<file path="config.mk">
export PLATFORM = sky130hd
export DESIGN_NAME = tpf_store
export DESIGN_NICKNAME = d
export VERILOG_FILES = /design/src/shared/tpf_pkg.sv /design/src/hdl/tpf_fifo.sv /design/src/hdl/tpf_store.sv
export SDC_FILE = /design/constraint.sdc
export NUM_CORES = 1
export LEC_CHECK = 0
export ABC_AREA = 0
export BUFFER_PORTS_ARGS = -buffer_cell sky130_fd_sc_hd__buf_2
export CORE_ASPECT_RATIO = 0.8
export CORE_UTILIZATION = 26
export DETAILED_ROUTE_END_ITERATION = 10
export PLACE_DENSITY = 0.43
export SETUP_SLACK_MARGIN = 0.02
export SYNTH_ARGS = -nofsm -noshare
export SYNTH_HDL_FRONTEND = slang
export SYNTH_SLANG_ARGS = --single-unit
</file>
<file path="constraint.sdc">
create_clock -name clk -period 12.6 [get_ports clk]
set_clock_uncertainty 0.1 [all_clocks]
set_input_delay 1.89 -clock clk [delete_from_list [all_inputs] [get_ports clk]]
set_output_delay 1.89 -clock clk [all_outputs]
set_load 0.02 [all_outputs]
</file>
<file path="src/shared/tpf_pkg.sv">
// shared constants and carrier types for the trigger packet fifo store
package tpf_pkg;
    localparam int WORD_W = 16;
    localparam int PKT_WORDS = 20;
    localparam int NUM_CH = 4;
    localparam int STORE_BYTES = 33554432;
    localparam int BYTES_PER_WORD = 2;
    localparam int STORE_WORDS_DFLT = STORE_BYTES / BYTES_PER_WORD;
    localparam int STORE_PKTS_DFLT = 800000;
    localparam int FIFO_DEPTH_DFLT = 16;
    localparam int EN_BIT_POS = 8;
    localparam logic [15:0] HDR_W0 = 16'h2211;
    localparam logic [15:0] HDR_W1 = 16'h4433;
    localparam logic [15:0] HDR_W2 = 16'h6655;
    localparam int HDR_WORDS = 3;
    localparam logic [4:0] LAST_IDX = 5'h13;
    localparam logic [3:0] PEND_RST = 4'h0;

    // one record word plus a flag marking the last word of the record
    typedef struct packed {
        logic [15:0] data;
        logic last;
    } tpf_word_t;

    // payload words 3..19 supplied by the capture logic
    typedef struct packed {
        logic [16:0][15:0] words;
    } tpf_payload_t;
endpackage

</file>
<file path="src/hdl/tpf_fifo.sv">
// parameterised valid/ready fifo
`timescale 1ns/1ns
module tpf_fifo #(
    parameter int WIDTH = 17,
    parameter int DEPTH = 16
) (
    // clock and reset
    input wire logic clk,
    input wire logic rst,
    // fill side
    input wire logic in_valid,
    output logic in_ready,
    input wire logic [WIDTH-1:0] in_data,
    // drain side
    output logic out_valid,
    input wire logic out_ready,
    output logic [WIDTH-1:0] out_data,
    // level
    output logic [$clog2(DEPTH+1)-1:0] count
);
    localparam int AW = $clog2(DEPTH);
    logic [WIDTH-1:0] mem [DEPTH];
    logic [AW-1:0] wr_ff;
    logic [AW-1:0] rd_ff;
    logic [$clog2(DEPTH+1)-1:0] cnt_ff;
    logic push;
    logic pop;

    assign in_ready = (cnt_ff != DEPTH[$clog2(DEPTH+1)-1:0]);
    assign out_valid = (cnt_ff != '0);
    assign out_data = mem[rd_ff];
    assign count = cnt_ff;
    assign push = in_valid && in_ready;
    assign pop = out_valid && out_ready;

    // storage
    always_ff @(posedge clk)
    begin
        if (push)
            mem[wr_ff] <= in_data;
    end

    // pointers and level
    always_ff @(posedge clk)
    begin
        if (rst)
        begin
            wr_ff <= '0;
            rd_ff <= '0;
            cnt_ff <= '0;
        end
        else
        begin
            if (push)
                wr_ff <= (wr_ff == AW'(DEPTH-1)) ? '0 : wr_ff + 1'b1;
            if (pop)
                rd_ff <= (rd_ff == AW'(DEPTH-1)) ? '0 : rd_ff + 1'b1;
            if (push && !pop)
                cnt_ff <= cnt_ff + 1'b1;
            else if (pop && !push)
                cnt_ff <= cnt_ff - 1'b1;
        end
    end

    a_fifo_no_over: assert property (@(posedge clk) disable iff (rst)
        cnt_ff <= DEPTH)
        else $error("fifo level above depth");
endmodule

</file>
<file path="src/hdl/tpf_store.sv">
// write-side control of the trigger packet fifo
`timescale 1ns/1ns
module tpf_store #(
    parameter int STORE_WORDS = tpf_pkg::STORE_WORDS_DFLT,
    parameter int FIFO_DEPTH = tpf_pkg::FIFO_DEPTH_DFLT
) (
    // clock and reset
    input wire logic clk,
    input wire logic rst,
    // control from the register side
    input wire logic [15:0] ctrl_word,
    input wire logic status_wr,
    input wire logic flush,
    // channel trigger pulses and captured payload
    input wire logic [3:0] ch_trig,
    input wire tpf_pkg::tpf_payload_t payload,
    // drain side
    output logic out_valid,
    input wire logic out_ready,
    output tpf_pkg::tpf_word_t out_word,
    // status
    output logic [3:0] pend_ff,
    output logic [3:0] trig_gate_ff,
    output logic empty_ff,
    output logic full_ff,
    output logic drop_ff
);
    typedef enum logic [0:0] {ST_IDLE, ST_WRITE} tpf_state_t;
    localparam int CW = $clog2(STORE_WORDS + 1);
    localparam logic [CW-1:0] PKT_W = CW'(tpf_pkg::PKT_WORDS);

    tpf_state_t state_ff;
    logic [4:0] idx_ff;
    tpf_pkg::tpf_payload_t pay_ff;
    logic [CW-1:0] used_ff;
    logic en;
    logic [3:0] new_trig;
    logic start;
    logic [15:0] cur_data;
    logic f_in_ready;
    logic f_out_valid;
    logic wr_word;
    logic rd_word;
    tpf_pkg::tpf_word_t f_out;

    assign en = ctrl_word[tpf_pkg::EN_BIT_POS];
    assign new_trig = ch_trig & ~pend_ff;
    // whole record fits or nothing starts
    assign start = (state_ff == ST_IDLE) && en && (|new_trig) && !flush
        && (used_ff <= CW'(STORE_WORDS) - PKT_W);
    assign wr_word = (state_ff == ST_WRITE) && f_in_ready;
    // a word leaves the store when the host takes it from the output
    assign rd_word = out_valid && out_ready;

    // select header or payload word by index
    function automatic logic [15:0] pick(input logic [4:0] i,
        input tpf_pkg::tpf_payload_t p);
        logic [4:0] k;
        k = i - 5'(tpf_pkg::HDR_WORDS);
        case (i)
            5'h00: pick = tpf_pkg::HDR_W0;
            5'h01: pick = tpf_pkg::HDR_W1;
            5'h02: pick = tpf_pkg::HDR_W2;
            default: pick = p.words[k[4:0]];
        endcase
    endfunction

    assign cur_data = pick(idx_ff, pay_ff);

    // record sequencer
    always_ff @(posedge clk)
    begin
        if (rst || flush)
        begin
            state_ff <= ST_IDLE;
            idx_ff <= '0;
        end
        else
        begin
            unique case (state_ff)
                ST_IDLE:
                begin
                    if (start)
                    begin
                        state_ff <= ST_WRITE;
                        idx_ff <= '0;
                    end
                end
                ST_WRITE:
                begin
                    if (wr_word)
                    begin
                        if (idx_ff == tpf_pkg::LAST_IDX)
                            state_ff <= ST_IDLE;
                        idx_ff <= idx_ff + 5'h01;
                    end
                end
            endcase
        end
    end

    // payload snapshot at trigger
    always_ff @(posedge clk)
    begin
        if (rst)
            pay_ff <= '0;
        else if (start)
            pay_ff <= payload;
    end

    // pending status: set by trigger, cleared by write or record end
    always_ff @(posedge clk)
    begin
        if (rst)
            pend_ff <= tpf_pkg::PEND_RST;
        else if (status_wr)
            pend_ff <= new_trig;
        else if (wr_word && idx_ff == tpf_pkg::LAST_IDX)
            pend_ff <= new_trig;
        else
            pend_ff <= pend_ff | ch_trig; // set wins over hold
    end

    // trigger pulse gated by pending status
    always_ff @(posedge clk)
    begin
        if (rst)
            trig_gate_ff <= '0;
        else
            trig_gate_ff <= new_trig;
    end

    // words reserved in the store, counted until drained
    always_ff @(posedge clk)
    begin
        if (rst || flush)
            used_ff <= '0;
        else
            used_ff <= used_ff + (start ? PKT_W : '0)
                - (rd_word ? CW'(1) : '0);
    end

    // status flags
    always_ff @(posedge clk)
    begin
        if (rst)
        begin
            empty_ff <= 1'b1;
            full_ff <= 1'b0;
            drop_ff <= 1'b0;
        end
        else
        begin
            empty_ff <= (used_ff == '0);
            full_ff <= (used_ff > CW'(STORE_WORDS) - PKT_W);
            drop_ff <= (state_ff == ST_IDLE) && en && (|new_trig)
                && !start;
        end
    end

    // output register stage
    always_ff @(posedge clk)
    begin
        if (rst || flush)
        begin
            out_valid <= 1'b0;
            out_word <= '0;
        end
        else if (!out_valid || out_ready)
        begin
            out_valid <= f_out_valid;
            out_word <= f_out;
        end
    end

    tpf_fifo #(
        .WIDTH($bits(tpf_pkg::tpf_word_t)),
        .DEPTH(FIFO_DEPTH)
    ) u_fifo (
        .clk(clk),
        .rst(rst || flush),
        .in_valid(state_ff == ST_WRITE),
        .in_ready(f_in_ready),
        .in_data({cur_data, idx_ff == tpf_pkg::LAST_IDX}),
        .out_valid(f_out_valid),
        .out_ready(!out_valid || out_ready),
        .out_data(f_out),
        .count()
    );

    a_disabled_no_start: assert property (@(posedge clk) disable iff (rst)
        !en |-> !start)
        else $error("record started while disabled");
    a_full_blocks: assert property (@(posedge clk) disable iff (rst)
        (used_ff > CW'(STORE_WORDS) - PKT_W) |-> !start)
        else $error("record started without room");
    a_header_first: assert property (@(posedge clk) disable iff (rst || flush)
        start |=> (cur_data == tpf_pkg::HDR_W0))
        else $error("record does not open with header");
    a_record_len: assert property (@(posedge clk) disable iff (rst || flush)
        wr_word && idx_ff == tpf_pkg::LAST_IDX |=> state_ff == ST_IDLE)
        else $error("record length wrong");
    a_pend_gate: assert property (@(posedge clk) disable iff (rst)
        (ch_trig & pend_ff) == ch_trig |-> !start)
        else $error("pending channel triggered");
    a_status_clr: assert property (@(posedge clk) disable iff (rst)
        status_wr && ch_trig == 4'h0 |=> pend_ff == 4'h0)
        else $error("status write did not clear");
    a_auto_clr: assert property (@(posedge clk) disable iff (rst)
        wr_word && idx_ff == tpf_pkg::LAST_IDX && !status_wr
        && ch_trig == 4'h0 |=> pend_ff == 4'h0)
        else $error("record end did not clear status");
    a_whole_record: assert property (@(posedge clk) disable iff (rst || flush)
        start |=> state_ff == ST_WRITE [*1] ##0 idx_ff == 5'h00)
        else $error("record did not begin at index zero");

    c_record: cover property (@(posedge clk) disable iff (rst)
        wr_word && idx_ff == tpf_pkg::LAST_IDX);
    c_drop: cover property (@(posedge clk) disable iff (rst) drop_ff);
    c_status_wr: cover property (@(posedge clk) disable iff (rst)
        status_wr && |pend_ff);
endmodule

</file>
======== Word level (Yosys, flattened, before mapping) ========
Memories as Yosys holds them, arrays and structs flattened. A register that Yosys moved wholly into a read port is not among the register bits.
Cells that the tools add are included.
operators by class
  eq/ne operators ......................... 8
  bitwise operators ....................... 4
  order comparisons ....................... 3
  add/sub/neg operators ................... 8
  multiplexer cells ....................... 20
  reductions and logical operators ........ 24
operators with widths
  cell                  number
  $bmux 16 s5           1
  $pmux 16 s3           1
  $add 25x5->25         1
  $gt 25x24->1 const B  1
  $le 25x24->1 const B  1
  $logic_not 25->1      1
  $mux 5                5
  $sub 25x1->25         1
  $mux 16               1
  $mux 4                4
  $logic_and 1x1->1     11
  $add 5x1->5 const B   2
  $pmux 5 s2            1
  $add 4x1->4 const B   2
  $eq 4x4->1 const B    2
  $lt 5x6->1 const B    1
  $mux 1                6
  $eq 5x1->1 const B    1
  $eq 5x2->1 const B    1
  $eq 5x5->1 const B    1
  $logic_not 1->1       5
  $logic_not 5->1       1
  $ne 5x5->1 const B    1
  $reduce_bool 5->1     1
  13 further kinds      14
storage, ports and cells
  flip-flop bits (word level) ............. 328
  logic and storage cells ................. 97
  memories kept ........................... 1
  bits in writable memories ............... 272
memory list
  memory      depth  bits a word  rd ports  clocked after Yosys merged registers in  wr ports  RTL line        text
  u_fifo.mem  16     17           1         1                                        1         tpf_fifo.sv:22  logic [WIDTH-1:0] mem [DEPTH];

======== Depth between registers and ports, before layout ========
Gate-level depths: netlist (run 1).
  depth in word-level cells ............... 9
  mapped depth ............................ 19
  depth with buffers taken out ............ 17

======== By module ========
Synthesis (run 1) repeated with hierarchy kept, for this count alone.
second synthesis, totals
  cell total of the unflattened synthesis .. 2352
  area, all modules ....................... 26564.2 µm²
by module, submodules not included
  module     sequential area each (µm²)  times used  cells each  area an instance (µm²)
  tpf_store  6646.4                      1           1824        15389.8
  tpf_fifo   8508.2                      1           528         11174.5

======== Least setup slack after synthesis (run 1) ========
OpenSTA, ideal clock, no wires.
  path kind ............................... input to register
  start ................................... in ch_trig[0]
  end ..................................... reg used_ff[15]
  path buffers ............................ 2
  library setup time ...................... 0.128 ns
  path slack .............................. 6.967 ns
  arrival time ............................ 5.405 ns
  data required time ...................... 12.372 ns
  cell stages on the path ................. 17
  path through ............................ nor2b_1 o41ai_1 a211oi_2 and2b_1 buf_2 inv_2 clkbuf_1 ha_1 inv_1 fa_1 a21o_1 a221oi_1 o22ai_1 a211oi_1 o21ai_0 xnor2_1 nor2_1
between the ends
  longest elaborated chain between the ends .. 8
RTL lines
  element                          RTL line          text
  start: declaration               tpf_store.sv:15   input wire logic [3:0] ch_trig,
  $and 4x4->4                      tpf_store.sv:47   assign new_trig = ch_trig & ~pend_ff;
  $reduce_or 4->1                  tpf_store.sv:49   assign start = (state_ff == ST_IDLE) && en && (|new_trig) && !flush
  $logic_and 1x1->1 (2 in series)  tpf_store.sv:49
  $logic_and 1x1->1                tpf_store.sv:50   && (used_ff <= CW'(STORE_WORDS) - PKT_W);
  $mux 5                           tpf_store.sv:139  used_ff <= used_ff + (start ? PKT_W : '0)
  $add 25x5->25                    tpf_store.sv:139
  $sub 25x1->25                    tpf_store.sv:140  - (rd_word ? CW'(1) : '0);
  end signal: assignment           tpf_store.sv:139
  end: declaration                 tpf_store.sv:35   logic [CW-1:0] used_ff;
Every way passes these cells.
A chain may end at the register's enable or synchronous reset.

======== Worst setup path in the final report (run 1) ========
  start ................................... in ch_trig[0]
  end ..................................... reg used_ff[22]
Same word-level chain as after synthesis.

==> flow_summary.toml, run 1 <==
[sta]
setup_violations = 0
rsz0062_at_grt = "false"
holdWs_ns = 0.348
final-max-slew-violation-count = 0
min_period_ns = 6.29
relSlewSlack_pct = 23.5
setup_tns_ns = 0
timing_hold_violations_final = 0
period_share_pct = 49.9
clock.fmax_ghz = 0.159
worst_slew_pin_slew_ns = 1.15
setup_ws_ns = 6.31

[clock_network]
clkLatencyLatePin_ns = 0.63
cts_buffers = 72
cts_buffer_depth = 3
clk_pin_slew_ns = 0.06
cts_tree = "built"
clockRootBuffer = "clkbuf_16"
cts_resized = 0
postCtsSetupRepairBufs = 0
clock-sinks = 617
hold_buffers = 0
h-tree-depth = 3

[detailed_routing]
viasPerCell = 4.62
antenna_left = 0
vias = 18300
drt_wl_total_um = 78900
wl_per_cell_um = 20.0
detail_route.iter0.violations = 992
dr.pass1.iters = 8
drc = 2

[run_status]
outcome = "finished with violations"
violations = "design-rule violations"

[worst_setup_path]
crit_family = "compound AO/OA/AOI/OAI gates"
cp_num_cells = 16
required_ns = 12.99
start_kind = "input pin"
r2r_cells = 15
reg2reg_slack_ns = 6.82
cp.buffers_inverters = 3
cp-end-kind = "register"
crit_path_top_delay_cell = "a2111oi_0"
critical_path.most_common_cell = "ha_1"
crit_chain = "buf_2, nor2b_1, o41ai_1, a211oi_2, and2b_4, inv_8, ha_1, inv_1, ha_1, a21o_1, a31o_2, and3b_1, o21ai_1, a2111oi_0, o31ai_1, mux2i_1"
worstSetupPathType = "in -> reg"
slowest_delay_ns = 1.01
crit_fanout = 102
crit_arrival_ns = 6.68

[placement]
hpwl_um = 53400
gp_congestion = 0.811
place_inst = 3816
place_ws_ns = 5.74
io_buffers = 310

[logic_synthesis]
syn_nets = 2676
postSynthCellCount = 2310
synthFlopType = "dfxtp_1"
postSynthAreaPerCell_um2 = 11.3
ys_seq_area_share_pct = 57.7
synth-edff-count = 272
ys_types = 61
synth_seq_cells = 617
synthArstFlopShare_pct = 0
yosys_warnings = 0
netlist_area_mm2 = 0.0261

[final_layout]
layout_common_cells = "644 x nand2_1, 341 x dfxtp_1, 321 x a21oi_1"
synthToLayoutAreaGrowth_pct = 20.5
final_common_cell = "nand2_1"
nets = 2944
drive_above_1_share_pct = 24.1
n_fill_cell = 10000
final_cells = 3954

[die]
die_y_um = 285
boundaryPins = 326
placementRows = 103
start_util_pct = 26.4
core-area_mm2 = 0.0991
die_x_um = 356
dieArea_mm2 = 0.102

[power]
powerDensity_mw_per_mm2 = 176
ir_drop_uv = 99.5
p_total_mw = 5.54
total_leakage_power_nw = 11.0

[global_route]
overflow = 0
first_global_vias = 18900
grt_pass1_wl_um = 118000
track_usage_pct = 15.4
grt_max_degree = 121
antenna_found_initial = 18

[min_path]
holdPathStages = 2
hold_class = "reg -> reg"

[flow_run]
maxCapViolCount = 0
-- cell usage after synthesis (all sizes together), types with 14 or more instances --
| library cell | instances | share of area (%) |
|---|---|---|
| a21oi | 321 | 6.2 |
| buf | 49 | 0.91 |
| clkbuf | 100 | 1.4 |
| dfxtp | 345 | 26 |
| edfxtp | 272 | 31 |
| ha | 67 | 3.2 |
| inv | 66 | 0.95 |
| mux2i | 18 | 0.69 |
| mux4 | 149 | 13 |
| nand2 | 644 | 9.3 |
| nand3 | 14 | 0.27 |
| nor2 | 57 | 0.83 |
| nor2b | 14 | 0.34 |
| o21ai | 37 | 0.71 |
| xnor2 | 20 | 0.67 |
-- layout make-up --
| type | count | area [um^2] | area share (%) |
|---|---|---|---|
| flip-flops and latches | 617 | 15100 | 47.9 |
| clock buffers | 92 | 1930 | 6.13 |
| multi-input cells | 1477 | 10300 | 32.8 |
| diodes | 5 | 12.5 | 0.0398 |
| repair buffers | 343 | 1810 | 5.75 |
| well taps | 1312 | 1640 | 5.22 |
| clock inverters | 41 | 412 | 1.31 |
| inverters | 67 | 259 | 0.823 |
-- power by group --
group	total (mW)	internal [mW]	switching (mW)
logic	1.17	0.525	0.645
clock network	2.08	1.22	0.865
registers	2.29	2.19	0.102
total	5.54	3.93	1.61
-- tightest hold or removal path, stage by stage, from the launching register on --
cell and delay (ns):
dfxtp_1 0.32, nand2_1 0.04, o21ai_0 0.05
-- registers in the layout, summed over array words and instances, names as in the netlist --
signal	cells
drop_ff	1
empty_ff	1
full_ff	1
idx_ff	5
out_valid	1
out_word	17
pay_ff	272
pend_ff	4
state_ff	1
trig_gate_ff	4
u_fifo.count	5
u_fifo.mem	272
u_fifo.rd_ff	4
u_fifo.wr_ff	4
used_ff	25
-- kinds of logic after synthesis --
group | Yosys count | share of synthesized area (%)
simple gates | 791 | 12.2
buf+inv | 216 | 3.31
xor+xnor | 31 | 1.04
flops | 617 | 57.7
fa+ha+maj | 69 | 3.36
mux | 167 | 13.5
compound gates | 419 | 8.81
-- metal layers --
metal	up-vias	GRT usage (%)	part of all wire [%]
met2	392	24.9	47
met1	8980	20.7	45
li1	8723	-	-
met4	24	4.76	2.7
met5	-	0	0.20
met3	132	3.16	4.9
-- path summary, 6_finish.rpt --
path,end,startpoint
min reg2reg,out_word[8],out_word[8]
max,used_ff[22],ch_trig[0]
max reg2reg,used_ff[15],used_ff[1]
min,out_word[8],out_word[8]
-- through the flow --
step	utilization (%)	instance area (um^2)
floorplan	-	26100
global placement	29.4	29100
detailed placement	29.4	29100
CTS	31.7	31500
global route	31.7	31500
finish	31.8	31500
No activity file was read; power rests on OpenSTA's default activity.
==> inputs of run 2 (changes only) <==
Clock period 12.6 ns to 6 ns, I/O delays scaled along.
==> run 2 against run 1 <==
  * The run now ends clean
  * Total power rose by 110%
  * Die area did not move
  * Wire length rose by 1.7%
  * Utilization rose by 0.14 points
  * Worst setup slack got worse by 5.2 ns
  * Sequential share of layout area fell by 0.20 points
  * Combinational power rose by 120%
  * Final area rose by 0.43%
  * Flip-flop and latch count did not move
  * Register-to-register slack got worse by 5.7 ns
  * Critical path depth did not move
  * Count of clock-buffer cells in the layout rose by 4
  * Critical path type is now reg -> reg
  * Critical endpoint is now used_ff[15]
  * Largest power group unchanged
==> flow_summary.toml, run 2 (synthesis results as in run 1) <==
[final_layout]
final_cells = 3954
layout_common_cells = "644 x nand2_1, 341 x dfxtp_1, 321 x a21oi_1"
drive_above_1_share_pct = 24.3
synthToLayoutAreaGrowth_pct = 21.0
top_regs = "pay_ff: 272 flops, u_fifo.mem: 272 flops, used_ff: 25 flops"
final_common_cell = "nand2_1"
nets = 2950

[detailed_routing]
dr.pass1.iters = 9
drt_wl_total_um = 80300
drc = 0
antenna_left = 0
vias = 18500
wl_per_cell_um = 20.3
detail_route.iter0.violations = 1225
viasPerCell = 4.67

[power]
combPwrFrac_pct = 21.6
ir_drop_uv = 220
p_clk_share_pct = 38.1
switchingPower_mw = 3.42
intPower_mw = 8.38
seqPwrFrac_pct = 40.4
swShare_pct = 29.0
total_leakage_power_nw = 11.1
powerDensity_mw_per_mm2 = 373

[sta]
final-max-slew-violation-count = 0
relSlewSlack_pct = 14.3
rsz0062_at_grt = "false"
period_share_pct = 81.2
worst_slew_pin_slew_ns = 1.28
setup_tns_ns = 0
min_period_ns = 4.87
timing_hold_violations_final = 0
clock.fmax_ghz = 0.205
setup_violations = 0

[placement]
io_buffers = 310
gp_congestion = 0.788
hpwl_um = 53700
place_inst = 3820

[worst_setup_path]
crit_arrival_ns = 5.24
timing.rr.end = "used_ff[15]"
crit_path_top_delay_cell = "a211oi_1"
reg2reg_slack_ns = 1.13
required_ns = 6.37
critical_path.startpoint = "used_ff[1]"
crit_chain = "or3_1, or4_4, a211oi_2, and2b_4, inv_8, ha_1, inv_1, fa_1, a21o_1, a221oi_1, buf_4, o22ai_1, a211oi_1, o21ai_0, xnor2_1, nor2_1"
crit_fanout = 40
r2r_cells = 16
start_kind = "register"
cp-end-kind = "register"
slowest_delay_ns = 0.61
crit_path_end = "used_ff[15]"
worstSetupPathType = "reg -> reg"
r2r-start = "used_ff[1]"

[clock_network]
clockRootBuffer = "clkbuf_16"
h-tree-depth = 3
cts_resized = 0
cts_buffer_depth = 3
hold_buffers = 0
cts_buffers = 73
clkLatencyLatePin_ns = 0.63
cts_tree = "built"
clk_pin_slew_ns = 0.06
clock-sinks = 617
postCtsSetupRepairBufs = 0

[min_path]
hold_class = "reg -> reg"

[die]
placementRows = 103
die_y_um = 285
core-area_mm2 = 0.0991
boundaryPins = 326
die_x_um = 356
dieArea_mm2 = 0.102
start_util_pct = 26.4

[global_route]
grt_max_degree = 185
overflow = 0
track_usage_pct = 15.7
grt_pass1_wl_um = 121000
first_global_vias = 19000
antenna_found_initial = 18

[flow_run]
maxCapViolCount = 0

[run_status]
outcome = "finished clean"
run 2: cell count changes in the layout (fill, tap and decap cells not counted), sizes merged:
cell	delta
buf	+5
bufinv	-1
clkbuf	+4
clkinv	-3
clkinvlp	+2
diode	-4
inv	-3
run 2: critical path, delay by kind of cell (launching register included):
kind | cells | cell delay [ns]
AO/OA/AOI/OAI | 6 | 1.62
AND/OR/NAND/NOR | 4 | 1.33
adder cells (fa/ha/maj) | 2 | 0.74
buffers and inverters | 3 | 0.38
flip-flops | 1 | 0.35
XOR/XNOR | 1 | 0.17
run 2: cell type report:
class,count,area [um^2]
Fill cell,10000,67500
Clock buffer,96,2070
Sequential cell,617,15100
Antenna cell,1,2.50
Timing Repair Buffer,348,1870
Clock inverter,36,365
Inverter,67,259
Multi-Input combinational cell,1477,10300
Tap cell,1312,1640
run 2: metrics by stage:
stage / power (mW) / hold WS (ns) / worst slack, ns / instance area, um^2 / util (%)
after global placement: 7.40 / 0.339 / 0.850 / 29200 / 29.4
after CTS: 12.0 / 0.352 / 1.07 / 31600 / 31.9
after global routing: 12.4 / 0.362 / 0.876 / 31600 / 31.9
after floorplan: 6.65 / 0.333 / 1.36 / 26100 / -
after detailed placement: 7.42 / 0.340 / 0.865 / 29200 / 29.4
final: 11.8 / 0.347 / 1.13 / 31600 / 31.9
run 2: worst min-delay path by stage:
stage	cells after the start	slack, ns	start	to
after global routing	2	0.36	pay_ff[125]	pay_ff[125]
after CTS	2	0.35	pay_ff[61]	pay_ff[61]
after global placement	2	0.34	pay_ff[81]	pay_ff[81]
final	2	0.35	out_word[11]	out_word[11]
after detailed placement	2	0.34	out_word[11]	out_word[11]
after floorplan	2	0.33	pay_ff[112]	pay_ff[112]
run 2: routing by layer:
| layer | up-vias | wire length (um) | global-route usage [%] | share of wire (%) |
|---|---|---|---|---|
| met5 | - | 189 | 0 | 0.24 |
| met4 | 30 | 1690 | 4.05 | 2.1 |
| met3 | 113 | 3680 | 3.16 | 4.6 |
| met2 | 407 | 38200 | 25.7 | 48 |
| met1 | 9190 | 36500 | 21.2 | 46 |
| li1 | 8729 | - | - | - |
run 2: power groups by stage:
stage	combinational, mW	sequential (mW)	clock, mW
floorplan	1.83	4.82	0
global placement	2.55	4.85	0
detailed placement	2.56	4.86	0
CTS	2.58	4.77	4.62
global route	2.83	4.79	4.78
finish	2.54	4.77	4.49
